### config.mk
export PLATFORM = sky130hd
export DESIGN_NAME = display_link_packet_decoder
export DESIGN_NICKNAME = d
export VERILOG_FILES = /design/src/common/link_decoder_pkg.sv /design/src/verilog/display_link_packet_decoder.sv /design/src/verilog/pixel_unpacker.sv
export VERILOG_INCLUDE_DIRS = /design/src /design/src/common
export SDC_FILE = /design/constraint.sdc
export NUM_CORES = 1
export LEC_CHECK = 0
export BUFFER_PORTS_ARGS = -buffer_cell sky130_fd_sc_hd__buf_2
export CAP_MARGIN = 20
export CORE_MARGIN = 2
export CORE_UTILIZATION = 35
export CTS_CLUSTER_DIAMETER = 100
export DETAILED_ROUTE_END_ITERATION = 6
export PLACE_DENSITY_LB_ADDON = 0.3
export SLEW_MARGIN = 30
export SYNTH_ARGS = -nofsm -noshare
export SYNTH_HDL_FRONTEND = slang
export SYNTH_SLANG_ARGS = --single-unit
### constraint.sdc
create_clock -name CLOCK -period 2.3 [get_ports CLOCK]
set_input_delay 0.23 -clock CLOCK [delete_from_list [all_inputs] [get_ports CLOCK]]
set_output_delay 0.23 -clock CLOCK [all_outputs]
set_load 0.03 [all_outputs]
### src/common/link_decoder_consts.svh
// Constants for the display link packet decoder: packet types, sizes and reset values.
// Assumes inclusion by the design modules of the decoder: the packet decoder and the pixel unpacker.
`ifndef LINK_DECODER_CONSTS_SVH
`define LINK_DECODER_CONSTS_SVH

`define DT_SHORT_WRITE_LOW 3'h5      // Short command write, low type bits
`define DT_READ_REQ        6'h06     // Command read request
`define DT_MAX_RETURN      6'h37     // Set maximum return size
`define DT_NULL            6'h09     // Null long packet
`define DT_BLANK           6'h19     // Blanking long packet
`define DT_GENERIC_LONG    6'h29     // Generic non-image long packet
`define DT_LONG_WRITE      6'h39     // Command long write
`define DT_PIX16           6'h0e     // 16-bit packed pixels
`define DT_PIX18           6'h1e     // 18-bit packed pixels
`define MAX_RET_RESET      16'h0001  // Maximum return size after reset
`define READ_HDR_BYTES     3'h1      // Command byte only
`define LIMIT_HDR_BYTES    3'h2      // Two limit bytes
`define WC_HDR_BYTES       3'h2      // Two count bytes
`define CSUM_BYTES         16'h0002  // Checksum closing a long packet
`define PIX16_BITS         5'h10     // Bits in one 16-bit pixel
`define PIX18_BITS         5'h12     // Bits in one 18-bit pixel

`endif

### src/common/link_decoder_pkg.sv
// Types shared by the display link packet decoder and its pixel unpacker.
// Assumes the constants header sits beside it on the include path.
package link_decoder_pkg;

    // One received byte from the link's byte clock domain
    typedef struct packed {
        logic       valid;
        logic       sop;    // First byte of a packet (identifier)
        logic [7:0] data;
    } rx_byte_t;

    // Command byte or parameter byte handed to the command engine
    typedef struct packed {
        logic       valid;
        logic       param;  // Low: command byte, high: parameter
        logic [7:0] data;
    } cmd_out_t;

    // Payload byte of a long packet
    typedef struct packed {
        logic       valid;
        logic       last;
        logic [5:0] ptype;
        logic [7:0] data;
    } payload_t;

    // One unpacked pixel, components right aligned
    typedef struct packed {
        logic       valid;
        logic       last;
        logic [5:0] red;
        logic [5:0] green;
        logic [5:0] blue;
    } pixel_t;

    // Request to the reverse-direction transmitter
    typedef struct packed {
        logic        valid;
        logic        ack;         // Plain acknowledge
        logic        err_report;  // Acknowledge with error report
        logic        read;        // Read data follows (after any report)
        logic [7:0]  read_cmd;
        logic [15:0] max_return;
    } resp_t;

    typedef enum logic [4:0] {
        ST_IDLE = 5'h01,
        ST_HEAD = 5'h02,
        ST_LPAY = 5'h04,
        ST_CSUM = 5'h08,
        ST_SKIP = 5'h10
    } dec_state_t;

    typedef enum logic [1:0] {
        LAST_NONE  = 2'h0,
        LAST_WRITE = 2'h1,
        LAST_READ  = 2'h2
    } last_kind_t;

    typedef struct packed {
        dec_state_t  st;
        logic [5:0]  dt;
        logic [15:0] cnt;
        logic [2:0]  pos;
        logic [15:0] wc;
        logic        first;
        last_kind_t  last_kind;
        logic [7:0]  read_cmd;
        logic        err;
        logic        fixed;
        logic [15:0] lim;
        logic [15:0] max_ret;
        cmd_out_t    cmd;
        payload_t    pay;
        resp_t       resp;
        logic        pix_valid;
        logic        pix_last;
        logic        pix18;
        logic [7:0]  pix_byte;
    } dec_regs_t;

    typedef struct packed {
        logic [31:0] acc;
        logic [4:0]  fill;
        pixel_t      pix;
    } unpack_regs_t;

endpackage

### src/verilog/display_link_packet_decoder.sv
// Peripheral-side packet decoder of a serial display link: parses host packets
// and requests acknowledge, error report and read responses after turnaround.
// Assumes a byte stream from the lane layer, with header and checksum error
// flags from separate checkers aligned to the bytes they cover.
//
// Behaviour
// - Short command packet: command byte after identifier, then zero to six parameters.
// - Type bits 5:3 hold parameter count plus one, giving packet length.
// - After turnaround, short write gets acknowledge, or error report when errors seen.
// - On a one-way link, turnaround is ignored and nothing is answered.
// - Read request type 06h carries a command byte; answer depends on it.
// - On error send error report; a corrected error also sends the read data.
// - With no error, send the requested read packet with enabled checks.
// - Read request ends a transmission; turnaround follows, answer, then bus back.
// - Long write 39h: count, check, command byte, count minus one bytes, checksum.
// - Type 37h carries a two-byte return limit, low byte first.
// - A one-way link ignores the return limit command entirely.
// - Return limit is one after reset.
// - Null long packet 09h payload is discarded.
// - Blanking long packet 19h: count bytes of payload, then checksum.
// - Generic long packet 29h has the same long layout.
// - 16-bit pixels 0Eh: red five, green six, blue five, first bit lowest.
// - 18-bit pixels 1Eh: six bits each, aligning every four pixels.
// - Partial final byte bits of an 18-bit line are dropped.
`timescale 1ns/1ns
`default_nettype none
`include "link_decoder_consts.svh"

module display_link_packet_decoder
    import link_decoder_pkg::*;
(
    input  wire logic       CLOCK,        // Byte clock, 25 MHz
    input  wire logic       SRST,         // Synchronous reset, active high
    input  wire rx_byte_t   RX,           // Received byte stream
    input  wire logic       TURNAROUND,   // Host handed the link over (pulse)
    input  wire logic       BIDIR_LINK,   // High: link can answer back
    input  wire logic       ECC_ERR,      // Header error, with the check byte
    input  wire logic       ECC_FIXED,    // Header error was corrected
    input  wire logic       CSUM_ERR,     // Payload error, with last checksum byte
    output cmd_out_t        CMD,          // Command and parameter bytes
    output payload_t        PAYLOAD,      // Long packet payload bytes
    output pixel_t          PIXEL,        // Unpacked pixels
    output resp_t           RESP,         // Request to reverse transmitter
    output logic [15:0]     MAX_RETURN    // Current return size limit
);

    dec_regs_t s_r;
    dec_regs_t s_nxt;
    logic      new_pkt;
    logic      byte_in;
    logic      hard_err;

    // A short command write is any type whose low three bits are 101
    function automatic logic is_short_write(input logic [5:0] t);
        return t[2:0] == `DT_SHORT_WRITE_LOW;
    endfunction

    // Long packets this block accepts
    function automatic logic is_long(input logic [5:0] t);
        return t == `DT_NULL || t == `DT_BLANK || t == `DT_GENERIC_LONG ||
               t == `DT_LONG_WRITE || t == `DT_PIX16 || t == `DT_PIX18;
    endfunction

    assign new_pkt = RX.valid && RX.sop;
    assign byte_in = RX.valid && !RX.sop;
    // An uncorrected header error leaves the packet contents untrusted
    assign hard_err = ECC_ERR && !ECC_FIXED;

    // Packet parser and response decision
    always_comb begin
        s_nxt = s_r;
        s_nxt.cmd.valid = 1'b0;
        s_nxt.pay.valid = 1'b0;
        s_nxt.pay.last = 1'b0;
        s_nxt.resp.valid = 1'b0;
        s_nxt.pix_valid = 1'b0;
        s_nxt.pix_last = 1'b0;
        // Turnaround: one-way links never answer and keep their state.
        // The clear comes first so that an error or a packet that completes
        // in the same cycle survives for the next turnaround.
        if (TURNAROUND && BIDIR_LINK) begin
            s_nxt.resp.valid = 1'b1;
            s_nxt.resp.read_cmd = s_r.read_cmd;
            s_nxt.resp.max_return = s_r.max_ret;
            if (s_r.last_kind == LAST_READ) begin
                s_nxt.resp.ack = 1'b0;
                s_nxt.resp.err_report = s_r.err;
                s_nxt.resp.read = !s_r.err || s_r.fixed;
            end else begin
                s_nxt.resp.ack = !s_r.err;
                s_nxt.resp.err_report = s_r.err;
                s_nxt.resp.read = 1'b0;
            end
            // Errors from this transmission are now reported
            s_nxt.err = 1'b0;
            s_nxt.fixed = 1'b0;
            s_nxt.last_kind = LAST_NONE;
        end
        if (new_pkt) begin
            // Identifier byte: choose how many header bytes precede the check byte
            s_nxt.dt = RX.data[5:0];
            s_nxt.pos = 3'h0;
            s_nxt.first = 1'b1;
            s_nxt.st = ST_HEAD;
            if (is_short_write(RX.data[5:0])) begin
                s_nxt.cnt = {13'h0000, RX.data[5:3]};
            end else if (RX.data[5:0] == `DT_READ_REQ) begin
                s_nxt.cnt = {13'h0000, `READ_HDR_BYTES};
            end else if (RX.data[5:0] == `DT_MAX_RETURN) begin
                s_nxt.cnt = {13'h0000, `LIMIT_HDR_BYTES};
            end else if (is_long(RX.data[5:0])) begin
                s_nxt.cnt = {13'h0000, `WC_HDR_BYTES};
            end else begin
                // Types outside this block are skipped up to the next packet
                s_nxt.cnt = 16'h0000;
                s_nxt.st = ST_SKIP;
            end
        end else if (byte_in) begin
            case (s_r.st)
                ST_HEAD: begin
                    if (s_r.cnt != 16'h0000) begin
                        s_nxt.cnt = s_r.cnt - 16'h0001;
                        s_nxt.pos = s_r.pos + 3'h1;
                        if (is_short_write(s_r.dt) || s_r.dt == `DT_READ_REQ) begin
                            s_nxt.cmd.valid = 1'b1;
                            s_nxt.cmd.param = (s_r.pos != 3'h0);
                            s_nxt.cmd.data = RX.data;
                            if (s_r.pos == 3'h0) begin
                                s_nxt.read_cmd = RX.data;
                            end
                        end else if (s_r.pos == 3'h0) begin
                            s_nxt.lim[7:0] = RX.data;
                            s_nxt.wc[7:0] = RX.data;
                        end else begin
                            s_nxt.lim[15:8] = RX.data;
                            s_nxt.wc[15:8] = RX.data;
                        end
                    end else begin
                        // Check byte closes the header
                        s_nxt.err = s_nxt.err | ECC_ERR;
                        s_nxt.fixed = s_nxt.fixed | (ECC_ERR && ECC_FIXED);
                        s_nxt.st = ST_IDLE;
                        if (s_r.dt == `DT_MAX_RETURN) begin
                            if (BIDIR_LINK && !hard_err) begin
                                s_nxt.max_ret = s_r.lim;
                            end
                        end else if (s_r.dt == `DT_READ_REQ) begin
                            s_nxt.last_kind = LAST_READ;
                        end else if (is_short_write(s_r.dt)) begin
                            s_nxt.last_kind = LAST_WRITE;
                        end else if (s_r.wc == 16'h0000) begin
                            s_nxt.st = ST_CSUM;
                            s_nxt.cnt = `CSUM_BYTES;
                        end else begin
                            s_nxt.st = ST_LPAY;
                            s_nxt.cnt = s_r.wc;
                        end
                    end
                end
                ST_LPAY: begin
                    s_nxt.cnt = s_r.cnt - 16'h0001;
                    s_nxt.first = 1'b0;
                    if (s_r.cnt == 16'h0001) begin
                        s_nxt.st = ST_CSUM;
                        s_nxt.cnt = `CSUM_BYTES;
                    end
                    if (s_r.dt == `DT_LONG_WRITE && s_r.first) begin
                        s_nxt.cmd.valid = 1'b1;
                        s_nxt.cmd.param = 1'b0;
                        s_nxt.cmd.data = RX.data;
                    end else if (s_r.dt == `DT_PIX16 || s_r.dt == `DT_PIX18) begin
                        s_nxt.pix_valid = 1'b1;
                        s_nxt.pix_last = (s_r.cnt == 16'h0001);
                        s_nxt.pix18 = (s_r.dt == `DT_PIX18);
                        s_nxt.pix_byte = RX.data;
                    end else if (s_r.dt != `DT_NULL) begin
                        s_nxt.pay.valid = 1'b1;
                        s_nxt.pay.last = (s_r.cnt == 16'h0001);
                        s_nxt.pay.ptype = s_r.dt;
                        s_nxt.pay.data = RX.data;
                    end
                end
                ST_CSUM: begin
                    s_nxt.cnt = s_r.cnt - 16'h0001;
                    if (s_r.cnt == 16'h0001) begin
                        s_nxt.err = s_nxt.err | CSUM_ERR;
                        s_nxt.st = ST_IDLE;
                        if (s_r.dt == `DT_LONG_WRITE) begin
                            s_nxt.last_kind = LAST_WRITE;
                        end
                    end
                end
                ST_IDLE, ST_SKIP: begin
                    // Stray bytes outside a packet carry nothing
                end
                default: begin
                    s_nxt.st = ST_IDLE;
                end
            endcase
        end
    end

    // State register; the return limit restarts at one
    always_ff @(posedge CLOCK) begin
        if (SRST) begin
            s_r <= '0;
            s_r.st <= ST_IDLE;
            s_r.last_kind <= LAST_NONE;
            s_r.max_ret <= `MAX_RET_RESET;
        end else begin
            s_r <= s_nxt;
        end
    end

    // Pixel bytes are registered once more inside the unpacker
    pixel_unpacker u_unpack (
        .clk      (CLOCK),
        .srst     (SRST),
        .in_valid (s_r.pix_valid),
        .in_last  (s_r.pix_last),
        .in_pix18 (s_r.pix18),
        .in_byte  (s_r.pix_byte),
        .flush    (new_pkt),
        .pix      (PIXEL)
    );

    assign CMD = s_r.cmd;
    assign PAYLOAD = s_r.pay;
    assign RESP = s_r.resp;
    assign MAX_RETURN = s_r.max_ret;

    a_limit_reset_one: assert property (@(posedge CLOCK)
        $fell(SRST) |-> MAX_RETURN == `MAX_RET_RESET)
        else $error("Return limit not one after reset");

    a_oneway_no_answer: assert property (@(posedge CLOCK) disable iff (SRST)
        (TURNAROUND && !BIDIR_LINK) |=> !RESP.valid)
        else $error("One-way link answered a turnaround");

    a_oneway_limit_kept: assert property (@(posedge CLOCK) disable iff (SRST)
        !BIDIR_LINK |=> $stable(MAX_RETURN))
        else $error("One-way link changed its return limit");

    a_write_plain_ack: assert property (@(posedge CLOCK) disable iff (SRST)
        (TURNAROUND && BIDIR_LINK && s_r.last_kind == LAST_WRITE && !s_r.err)
        |=> RESP.valid && RESP.ack && !RESP.err_report && !RESP.read)
        else $error("Clean write not acknowledged");

    a_write_err_report: assert property (@(posedge CLOCK) disable iff (SRST)
        (TURNAROUND && BIDIR_LINK && s_r.last_kind == LAST_WRITE && s_r.err)
        |=> RESP.valid && RESP.err_report && !RESP.ack)
        else $error("Faulty write not reported");

    a_read_clean_data: assert property (@(posedge CLOCK) disable iff (SRST)
        (TURNAROUND && BIDIR_LINK && s_r.last_kind == LAST_READ && !s_r.err)
        |=> RESP.valid && RESP.read && !RESP.err_report
            && RESP.read_cmd == $past(s_r.read_cmd))
        else $error("Clean read not answered with data");

    a_read_fixed_both: assert property (@(posedge CLOCK) disable iff (SRST)
        (TURNAROUND && BIDIR_LINK && s_r.last_kind == LAST_READ && s_r.err)
        |=> RESP.err_report && (RESP.read == $past(s_r.fixed)))
        else $error("Faulty read answered wrongly");

    a_limit_update: assert property (@(posedge CLOCK) disable iff (SRST)
        (byte_in && s_r.st == ST_HEAD && s_r.dt == `DT_MAX_RETURN
            && s_r.cnt == 16'h0000 && BIDIR_LINK && !hard_err)
        |=> MAX_RETURN == $past(s_r.lim))
        else $error("Return limit not taken from command");

    a_count_to_csum: assert property (@(posedge CLOCK) disable iff (SRST)
        (byte_in && s_r.st == ST_LPAY && s_r.cnt == 16'h0001)
        |=> s_r.st == ST_CSUM ##0 s_r.cnt == `CSUM_BYTES)
        else $error("Checksum not located after payload");

    a_long_cmd_first: assert property (@(posedge CLOCK) disable iff (SRST)
        (byte_in && s_r.st == ST_LPAY && s_r.dt == `DT_LONG_WRITE && s_r.first)
        |=> CMD.valid && !CMD.param && !PAYLOAD.valid)
        else $error("Long write command byte misplaced");

    a_null_dropped: assert property (@(posedge CLOCK) disable iff (SRST)
        (byte_in && s_r.st == ST_LPAY && s_r.dt == `DT_NULL)
        |=> !PAYLOAD.valid && !CMD.valid)
        else $error("Null payload was passed on");

endmodule
`default_nettype wire

### src/verilog/pixel_unpacker.sv
// Unpacks 16-bit and packed 18-bit pixel payload bytes into pixels.
// Assumes bytes arrive in link order, first bit of each component in bit 0.
`timescale 1ns/1ns
`default_nettype none
`include "link_decoder_consts.svh"

module pixel_unpacker
    import link_decoder_pkg::*;
(
    input  wire logic       clk,       // Byte clock
    input  wire logic       srst,      // Synchronous reset
    input  wire logic       in_valid,  // Payload byte present
    input  wire logic       in_last,   // Last byte of the line
    input  wire logic       in_pix18,  // High: 18-bit packed, low: 16-bit
    input  wire logic [7:0] in_byte,   // Payload byte
    input  wire logic       flush,     // New packet, drop partial bits
    output pixel_t          pix        // Registered pixel
);

    unpack_regs_t s_r;
    unpack_regs_t s_nxt;
    logic [4:0]   width;
    logic [31:0]  merged;
    logic [5:0]   fill_w;

    // Bits accumulate at the top of the fill; a full pixel leaves from bit 0
    always_comb begin
        s_nxt = s_r;
        s_nxt.pix.valid = 1'b0;
        s_nxt.pix.last = 1'b0;
        width = in_pix18 ? `PIX18_BITS : `PIX16_BITS;
        merged = s_r.acc | ({24'h000000, in_byte} << s_r.fill);
        fill_w = {1'b0, s_r.fill} + 6'h08;
        if (flush) begin
            s_nxt.acc = 32'h00000000;
            s_nxt.fill = 5'h00;
        end else if (in_valid) begin
            if (fill_w >= {1'b0, width}) begin
                s_nxt.pix.valid = 1'b1;
                s_nxt.pix.last = in_last;
                if (in_pix18) begin
                    s_nxt.pix.red = merged[5:0];
                    s_nxt.pix.green = merged[11:6];
                    s_nxt.pix.blue = merged[17:12];
                end else begin
                    s_nxt.pix.red = {1'b0, merged[4:0]};
                    s_nxt.pix.green = merged[10:5];
                    s_nxt.pix.blue = {1'b0, merged[15:11]};
                end
                s_nxt.acc = merged >> width;
                s_nxt.fill = 5'(fill_w - {1'b0, width});
            end else begin
                s_nxt.acc = merged;
                s_nxt.fill = fill_w[4:0];
            end
            // Leftover bits of a partial byte never leak into the next line
            if (in_last) begin
                s_nxt.acc = 32'h00000000;
                s_nxt.fill = 5'h00;
            end
        end
    end

    // State register
    always_ff @(posedge clk) begin
        if (srst) begin
            s_r <= '0;
        end else begin
            s_r <= s_nxt;
        end
    end

    assign pix = s_r.pix;

    a_line_clean_start: assert property (@(posedge clk) disable iff (srst)
        (in_valid && in_last && !flush) |=> (s_r.fill == 5'h00 && s_r.acc == 32'h00000000))
        else $error("Partial bits survived the end of a line");

endmodule
`default_nettype wire
==> run metrics, run 1 <==
first-pass GRT wire length 42500 microns; sequential element share of the synthesized area 40.3%; detailed-route vias per instance 5.22; start-to-end type of the worst setup path flip-flop to flip-flop; power density cells 659 nW/um^2; count of placed standard cells including taps 1537; number of standard cells in the final layout excluding fillers 1571; post-synth cell types 83; total clock buffers created by CTS 17; routability cong. 0.895; first-pass iteration count of the detailed router 5; most common cell after layout, fill and taps aside dfxtp_1; hold slack 0.0776 ns; count of flip-flops with a built-in enable after synthesis 0; crit share post-route 94.7%; clock sinks 196; number of H-tree levels 4; antenna-violating nets left 0; total congestion overflow after global routing 0; net total in the final layout 1203; Boundary Pins 107; library cell occupying the most area in the post-synthesis netlist dfxtp_1; layout cell share with drive strength beyond 1 20.5%; Vert. Die Dim 171 microns; DRC errors left 0; endpoints failing hold 0; initial antenna violation count 1; kind of capture point of the worst setup path flip-flop; count of synthesis-stage warnings from yosys 0; port bufs 106; clock skew 0.0164 ns; number of placement rows 61; final-report max-slew violation count 0; worst endpoint data arrival time 2.57 ns; number of global-route vias before repair 7444; post-synthesis instance area 9730 sq um; RSZ-0062 raised after global routing no; synthesized instance count 1144; max frequency 459 MHz; die width 171 microns; maximum number of pins on one net before global-route repair 137; Req. time, crit path 2.69 ns; DIE AREA 29100 sq um; max cap viols 0; flip-flop and latch count after synthesis 196; Avg WL per Cell 17.6 microns; top library cells by usage in the layout, fill and taps aside dfxtp_1 (195), nor2_1 (147), nand2_1 (116); Starting DRT DRC Count 665; Setup Viol. Count Final 0; detailed-placement wirelength estimate 19700 microns; syn_nets 1168; status finished clean; Total Routed Length 27700 microns; leakage dissipation 0.00430 uW; Worst Hold Class primary input to flip-flop; clock latency of the later-clocked register in the worst-skew pair 0.44 ns; GRT Util Overall 18.8%; worst slew margin relative to its limit 57.7%; maximum vdd ir drop 458 uV; syn avg cell area 8.50 sq um; setup TNS 0 ns; worst-path fanout max 9; clock input transition at the sequential cells of the worst setup and hold paths 0.08 ns; crit path launch type flip-flop; buffers from clock root to sink, at most 2; fraction of synthesis flops using an asynchronous set or reset pin 0%; actual transition at the worst max-transition pin 0.633 ns; Placeable Area 27600 sq um; portion of synthesized cell area occupied by the leading cell type 40.3%; starting density of the core 35.3%; clock tree from TritonCTS yes; min cycle time layout 2.18 ns; top cells by area in the synthesized netlist dfxtp_1 (40%), buf_4 (7.3%), mux2i_1 (7.2%); share of the core filled with cells 40.1%; Top FF cell, synth dfxtp_1; hold buffers post-CTS 0; area overhead of the layout relative to synthesis 13.5%; post-CTS setup-driven buffer insertion count 0; routed via count 8200; Root Buffer clkbuf_16
layer usage:
metal,GRT usage (%),part of all wire (%),up-vias
met5,0,0,-
met4,3.75,0.67,0
met3,3.98,6.1,15
met2,29.1,45,255
met1,26.8,49,3918
li1,-,-,4012
worst paths after layout:
| check | end | from | slack (ns) | depth (start not counted) |
|---|---|---|---|---|
| setup / recovery | CMD[9] | s_r[146] | 0.12 | 6 |
| hold reg to reg | RESP[1] | RESP[1] | 0.45 | 2 |
| setup reg to reg | CMD[9] | s_r[146] | 0.12 | 6 |
| hold / removal | s_r[97] | ECC_FIXED | 0.08 | 3 |
report_power, final:
group / internal, uW / switching, uW / total (uW)
sequential: 3410 / 24.7 / 3430
combinational: 170 / 323 / 494
clock: 1800 / 1550 / 3350
metrics by stage:
step	worst slack [ns]	total power [uW]	instance area, sq um
5_1_grt	0.0281	7510	11000
3_5_place_dp	0.0274	3990	10300
6_report	0.121	7270	11000
4_1_cts	0.00356	7320	11000
3_3_place_gp	0.0164	3990	10300
2_1_floorplan	0.0141	3820	9740
sequential cells by signal, indices dropped and copies added (netlist names):
register and count:
s_r 70, MAX_RETURN 16, PAYLOAD 16, u_unpack.pix 20
u_unpack.s_r 36, CMD 10, RESP 28
logic make-up after synthesis:
logic type	after synthesis	synth area share, %
xor gates and xnor gates	11	0.991
buffers and inverters	171	10.5
AOI/OAI and AO/OA	272	18.6
and+or+nand+nor	409	20.4
DFF	196	40.3
adders and majority gates	7	0.901
muxes	78	8.25
timing repair:
action / in CTS / in global routing
setup endpoints to repair: 0 / 16
endpoints found under the hold margin: 0 / 0
resized for setup: 0 / 8
critical path, cell delays in order, from the launching register on:
cell and delay, ns:
dfxtp_2 0.40, nor3b_1 0.30, nor3b_4 0.31, o21ai_2 0.19, or3_1 0.42, a21boi_1 0.33
buf_4 0.17
cell type report:
cell class,count,area [sq um]
Tap cell,378,473
Timing Repair Buffer,168,1070
Fill cell,2813,16500
Sequential cell,196,3930
Antenna cell,1,2.50
Clock buffer,17,425
Inverter,18,67.6
Multi-Input combinational cell,778,4840
Clock inverter,15,238
Yosys cell counts, drive strengths merged (4+ instances only):
cell type  instances
a211oi            14
a21o              11
a21oi            107
a221oi             6
a22o               6
a22oi             10
a31oi              6
a32oi              4
and2              13
buf              104
clkbuf            49
dfxtp            196
ha                 7
inv               16
mux2               7
mux2i             70
nand2            117
nand2b            15
nand3             21
nand3b            10
nand4              5
nor2             150
nor2b             15
nor3              26
nor3b              6
nor4              10
o21ai             46
o22ai             11
o2bb2ai           13
or3                8
xnor2              8
Note: power is estimated with default switching activity, not from simulation.
==> run 2: changes to the inputs <==
Settings changed: ABC_AREA set to 1.
==> run 2 against run 1 <==
Effect of this change: final cell count up 20%; non-clock buffer count down 29; synthesized cell count up 30%; critical path depth up 4; first-iteration DRC count up 26%; synthesized area up 6.0%; clock power down 8.7%; die area up 5.9%; utilization down 1.4 points; final area up 1.1%; wire length up 5.5%.
==> run metrics, run 2 <==
Boundary Pins 107; clock sinks 196; post-CTS setup-driven buffer insertion count 0; worst slew margin relative to its limit 63.4%; launch instance of the worst min-delay path ECC_FIXED; number of H-tree levels 4; antenna-violating nets left 0; instance count along the most critical hold path 3; port bufs 106; layout cell share with drive strength beyond 1 15.7%; endpoints failing hold 0; initial antenna violation count 2; final-report max-slew violation count 0; Root Buffer clkbuf_16; actual transition at the worst max-transition pin 0.549 ns; net total in the final layout 1513; portion of synthesized cell area occupied by the leading cell type 38.0%; Worst Hold Class primary input to flip-flop; met2 global-route usage 31.7%; Largest register FFs 70; max cap viols 0; most common library cells after synthesis nand2_1 (311), dfxtp_1 (196), nor2_1 (157); count of flip-flops with a built-in enable after synthesis 0; routing layer with the top usage in global route met2; most numerous cell in the Yosys netlist nand2_1; clock tree from TritonCTS yes; buffers from clock root to sink, at most 2; number of global-route vias before repair 8809; RSZ-0062 raised after global routing no; reg-to-reg setup timing slack 0.16 ns; setup TNS 0 ns; post_cts resized 0; post-synthesis instance area 10300 sq um; DRC errors left 0; starting density of the core 35.7%; DIE AREA 30900 sq um; clock input transition at the sequential cells of the worst setup and hold paths 0.08 ns; slowest cell delay on critical path 0.35 ns; syn_nets 1511; fraction of synthesis flops using an asynchronous set or reset pin 0%; Switching Power 2290 uW; fraction of power consumed by sequential logic 46.0%; global routing met1 resource utilization 25.1%; series of cell instances along the critical path inv_1 -> ha_1 -> nand2_4 -> nor2_8 -> nand3_2 -> inv_2 -> nand4_2 -> buf_4 -> nand2_1 -> o211ai_1; worst-path fanout max 20; count of synthesis-stage warnings from yosys 0; first-pass iteration count of the detailed router 6; status finished clean; kind of capture point of the worst setup path flip-flop; maximum number of pins on one net before global-route repair 41; routed via count 9251; Total Routed Length 29200 microns; Req. time, crit path 2.62 ns; logic gate share of total power 13.9%; fraction of met3 tracks used by global routing 3.98%; maximum vdd ir drop 441 uV; flip-flop and latch count after synthesis 196; detailed-placement wirelength estimate 21400 microns; clock group share of total power 40.1%; Placeable Area 28900 sq um; sequential element share of the synthesized area 38.0%; leakage dissipation 0.00491 uW; top cells by area in the synthesized netlist dfxtp_1 (38%), nand2_1 (11%), buf_4 (7.1%); Reg2Reg Depth 10; crit share post-route 92.9%; source of the worst register-to-register timing path s_r[129]; total clock buffers created by CTS 17; most common cell after layout, fill and taps aside nand2_1; Avg WL per Cell 15.5 microns; Tot Pwr 7630 uW; capture endpoint of the worst hold path s_r[97]; GRT Util Overall 19.1%; switching portion of total power 30.0%; crit path launch type flip-flop; category of cells accounting for the largest share of critical-path delay simple AND/OR/NAND/NOR gates; Starting DRT DRC Count 838; top library cells by usage in the layout, fill and taps aside nand2_1 (311), dfxtp_1 (196), nor2_1 (157); die width 176 microns; clock latency of the later-clocked register in the worst-skew pair 0.45 ns; syn avg cell area 6.94 sq um; detailed-route vias per instance 4.90; Vert. Die Dim 176 microns; Setup Viol. Count Final 0; clock skew 0.0177 ns; number of placement rows 62; slowest cell on the critical path nand4_2; area overhead of the layout relative to synthesis 8.26%; library cell occupying the most area in the post-synthesis netlist dfxtp_1; hold buffers post-CTS 0; internal power summed over all cells 5340 uW; power density cells 683 nW/um^2; synthesized instance count 1487; min cycle time layout 2.14 ns; max frequency 468 MHz; worst endpoint data arrival time 2.45 ns; r2r endpoint MAX_RETURN[0]; routability cong. 0.910; worst path bufs/invs 3; register with the most flip-flops s_r; start-to-end type of the worst setup path flip-flop to flip-flop; first-pass GRT wire length 47100 microns; Top FF cell, synth dfxtp_1; post-synth cell types 49; total congestion overflow after global routing 0
-- run 2: layout make-up --
type                    count  area, sq um
diodes                      1         2.50
well taps                 384          480
clock inverters            13          161
inverters                 155          592
multi-input cells         980         4770
fillers                  3110        17700
repair buffers            139          803
flip-flops and latches    196         3920
clock buffers              19          433
-- run 2: worst max path at each step --
stage | from | to | slack [ns] | cells after the start
after global routing | s_r[129] | s_r[94] | 0.007 | 11
after floorplan | u_unpack.s_r[21] | u_unpack.pix[2] | 0.50 | 12
final | s_r[129] | MAX_RETURN[0] | 0.16 | 10
after CTS | s_r[129] | MAX_RETURN[0] | 0.18 | 10
after global placement | s_r[129] | MAX_RETURN[0] | 0.30 | 10
after detailed placement | s_r[129] | MAX_RETURN[0] | 0.20 | 10
-- run 2: cells by family (layout without fill, tap and decap cells) --
group | after synthesis | after routing | synth area share (%)
buf+inv | 311 | 326 | 15.7
simple gates | 663 | 663 | 29.3
compound gates | 300 | 300 | 15.3
other cells | 0 | 1 | 0
flops | 196 | 196 | 38.0
xor+xnor | 10 | 10 | 0.849
fa+ha+maj | 7 | 7 | 0.849
-- run 2: metrics by stage --
| stage | util [%] | worst slack, ns | instances | hold WS [ns] | instance area (sq um) |
|---|---|---|---|---|---|
| 2_1_floorplan | - | 0.497 | 1487 | 0.365 | 10300 |
| 3_3_place_gp | 36.6 | 0.297 | 1854 | 0.449 | 10600 |
| 3_5_place_dp | 36.6 | 0.203 | 1854 | 0.452 | 10600 |
| 4_1_cts | 38.7 | 0.175 | 1886 | 0.0940 | 11200 |
| 5_1_grt | 38.7 | 0.00672 | 1886 | 0.104 | 11200 |
| 6_report | 38.7 | 0.164 | 1887 | 0.104 | 11200 |
-- run 2: worst reg2reg max path: stages (launching register included) --
cell and delay [ns]:
dfxtp_1 0.34, inv_1 0.13, ha_1 0.25, nand2_4 0.11, nor2_8 0.17, nand3_2 0.11, inv_2 0.09, nand4_2 0.35
buf_4 0.32, nand2_1 0.06, o211ai_1 0.08
-- run 2: power by group through the flow --
stage | Combinational, uW | Sequential [uW] | Clock, uW
2_1_floorplan | 864 | 3570 | 0
3_5_place_dp | 1060 | 3590 | 0
4_1_cts | 1060 | 3510 | 3130
6_report | 1060 | 3510 | 3060
5_1_grt | 1190 | 3520 | 3250
3_3_place_gp | 1050 | 3580 | 0
-- run 2: per-layer routing --
metal  up-vias  wire length [microns]
li1       4713                      -
met1      4217                  13400
met2       284                  13500
met3        35                   1800
met4         2                    492
met5         -                     12
==> run 3: changes to the inputs <==
Settings changed: BUFFER_PORTS_ARGS -buffer_cell sky130_fd_sc_hd__buf_2 to -buffer_cell sky130_fd_sc_hd__clkbuf_2, MAX_ROUTING_LAYER set to met4.
==> run 3 against run 2 <==
Effect of this change: critical path depth grew 1; combinational power is essentially flat; power shrank 0.77%; global-route usage grew 0.42 points; worst setup slack gained 0.14 ns; final cell count shrank 0.11%; clock power shrank 2%; die area is the same; register-to-register slack gained 0.14 ns.
==> run metrics, run 3 (synthesized netlist as in run 2, its figures left out) <==
status finished clean; worst-path fanout max 14; Setup Viol. Count Final 0; detailed-route vias per instance 4.89; Boundary Pins 107; Root Buffer clkbuf_16; Placeable Area 28900 sq um; maximum number of pins on one net before global-route repair 112; total clock buffers created by CTS 17; worst endpoint data arrival time 2.38 ns; area overhead of the layout relative to synthesis 8.23%; total congestion overflow after global routing 0; number of H-tree levels 4; final-report max-slew violation count 0; register with the most flip-flops s_r; clock sinks 196; CP startpoint s_r[129]; crit share post-route 86.9%; layout cell share with drive strength beyond 1 15.7%; Req. time, crit path 2.68 ns; power density cells 678 nW/um^2; routed via count 9225; share of the core filled with cells 38.7%; die width 176 microns; leakage dissipation 0.00482 uW; start-to-end type of the worst setup path flip-flop to flip-flop; top library cells by usage in the layout, fill and taps aside nand2_1 (311), dfxtp_1 (196), nor2_1 (157); launch instance of the worst min-delay path ECC_FIXED; first-pass GRT wire length 46500 microns; reg-to-reg setup timing slack 0.30 ns; number of placement rows 62; Vert. Die Dim 176 microns; clock latency of the later-clocked register in the worst-skew pair 0.45 ns; Total Routed Length 29000 microns; actual transition at the worst max-transition pin 0.530 ns; worst-case setup margin in the final layout 0.300 ns; source of the worst register-to-register timing path s_r[129]; Post-Place Worst Slack 0.197 ns; first-pass iteration count of the detailed router 6; DIE AREA 30900 sq um; endpoints failing hold 0; kind of capture point of the worst setup path flip-flop; antenna-violating nets left 0; port bufs 106; min cycle time layout 2.00 ns; clock tree from TritonCTS yes; hold slack 0.137 ns; most common cell after layout, fill and taps aside nand2_1; setup TNS 0 ns; buffers from clock root to sink, at most 2; Largest register FFs 70; Starting DRT DRC Count 904; hold buffers post-CTS 0; post_cts resized 0; max frequency 500 MHz; maximum vdd ir drop 472 uV; RSZ-0062 raised after global routing no; Avg WL per Cell 15.4 microns; number of global-route vias before repair 8436; net total in the final layout 1511; GRT Util Overall 19.5%; clock skew 0.0115 ns; routability cong. 0.949; initial antenna violation count 1; DRC errors left 0; crit path launch type flip-flop; Worst Hold Class primary input to flip-flop; worst slew margin relative to its limit 64.5%; starting density of the core 35.7%; clock input transition at the sequential cells of the worst setup and hold paths 0.08 ns; detailed-placement wirelength estimate 21200 microns; max cap viols 0; post-CTS setup-driven buffer insertion count 0
==> run 3: cell count changes in the layout (fill, tap and decap cells not counted), sizes merged <==
cell | previous run | this run
buf | 139 | 31
bufinv | 1 | 0
clkbuf | 19 | 124
clkinv | 8 | 10
clkinvlp | 1 | 2
inv | 158 | 157
==> run 3: stage by stage <==
step	power, uW	area (sq um)	instances
6_report	7570	11200	1885
5_1_grt	7900	11200	1885
4_1_cts	7620	11100	1884
3_5_place_dp	4640	10600	1852
3_3_place_gp	4630	10600	1852
2_1_floorplan	4440	10300	1487
==> run 3: critical path: stages, from the launching register on <==
cell and delay [ns]:
dfxtp_1 0.38, inv_1 0.11, ha_1 0.26, nand2_4 0.13
nor2_8 0.07, nand2_4 0.17, nand2_2 0.12, nor2_4 0.17
nand3_4 0.17, inv_1 0.13, o21ai_0 0.08, a21oi_1 0.13
==> run 3: final cells by class <==
cell class	count	area (sq um)
tap	384	480
fill	3079	17700
multi-input combinational	980	4780
timing repair buffer	137	788
sequential	196	3920
antenna	1	2.50
clock inverter	14	160
clock buffer	18	429
inverter	155	592
==> run 3: layer usage <==
layer / up-vias / share of wire (%) / track usage (%)
li1: 4718 / - / -
met2: 299 / 46 / 30.7
met5: - / 0 / -
met1: 4180 / 46 / 25.8
met4: 0 / 1.4 / 5.17
met3: 28 / 6.6 / 3.40
==> run 3: power by group <==
group / leakage (uW) / total [uW] / internal, uW / switching, uW
sequential: 0.00159 / 3510 / 3450 / 55.7
combinational: 0.00296 / 1050 / 326 / 729
clock: 0.000280 / 3010 / 1470 / 1540
==> run 3: worst paths after layout <==
check,endpoint,cells after the start
worst min register to register,CMD[2],2
worst min-delay path,s_r[97],3
worst max-delay path,s_r[94],11
worst max register to register,s_r[94],11
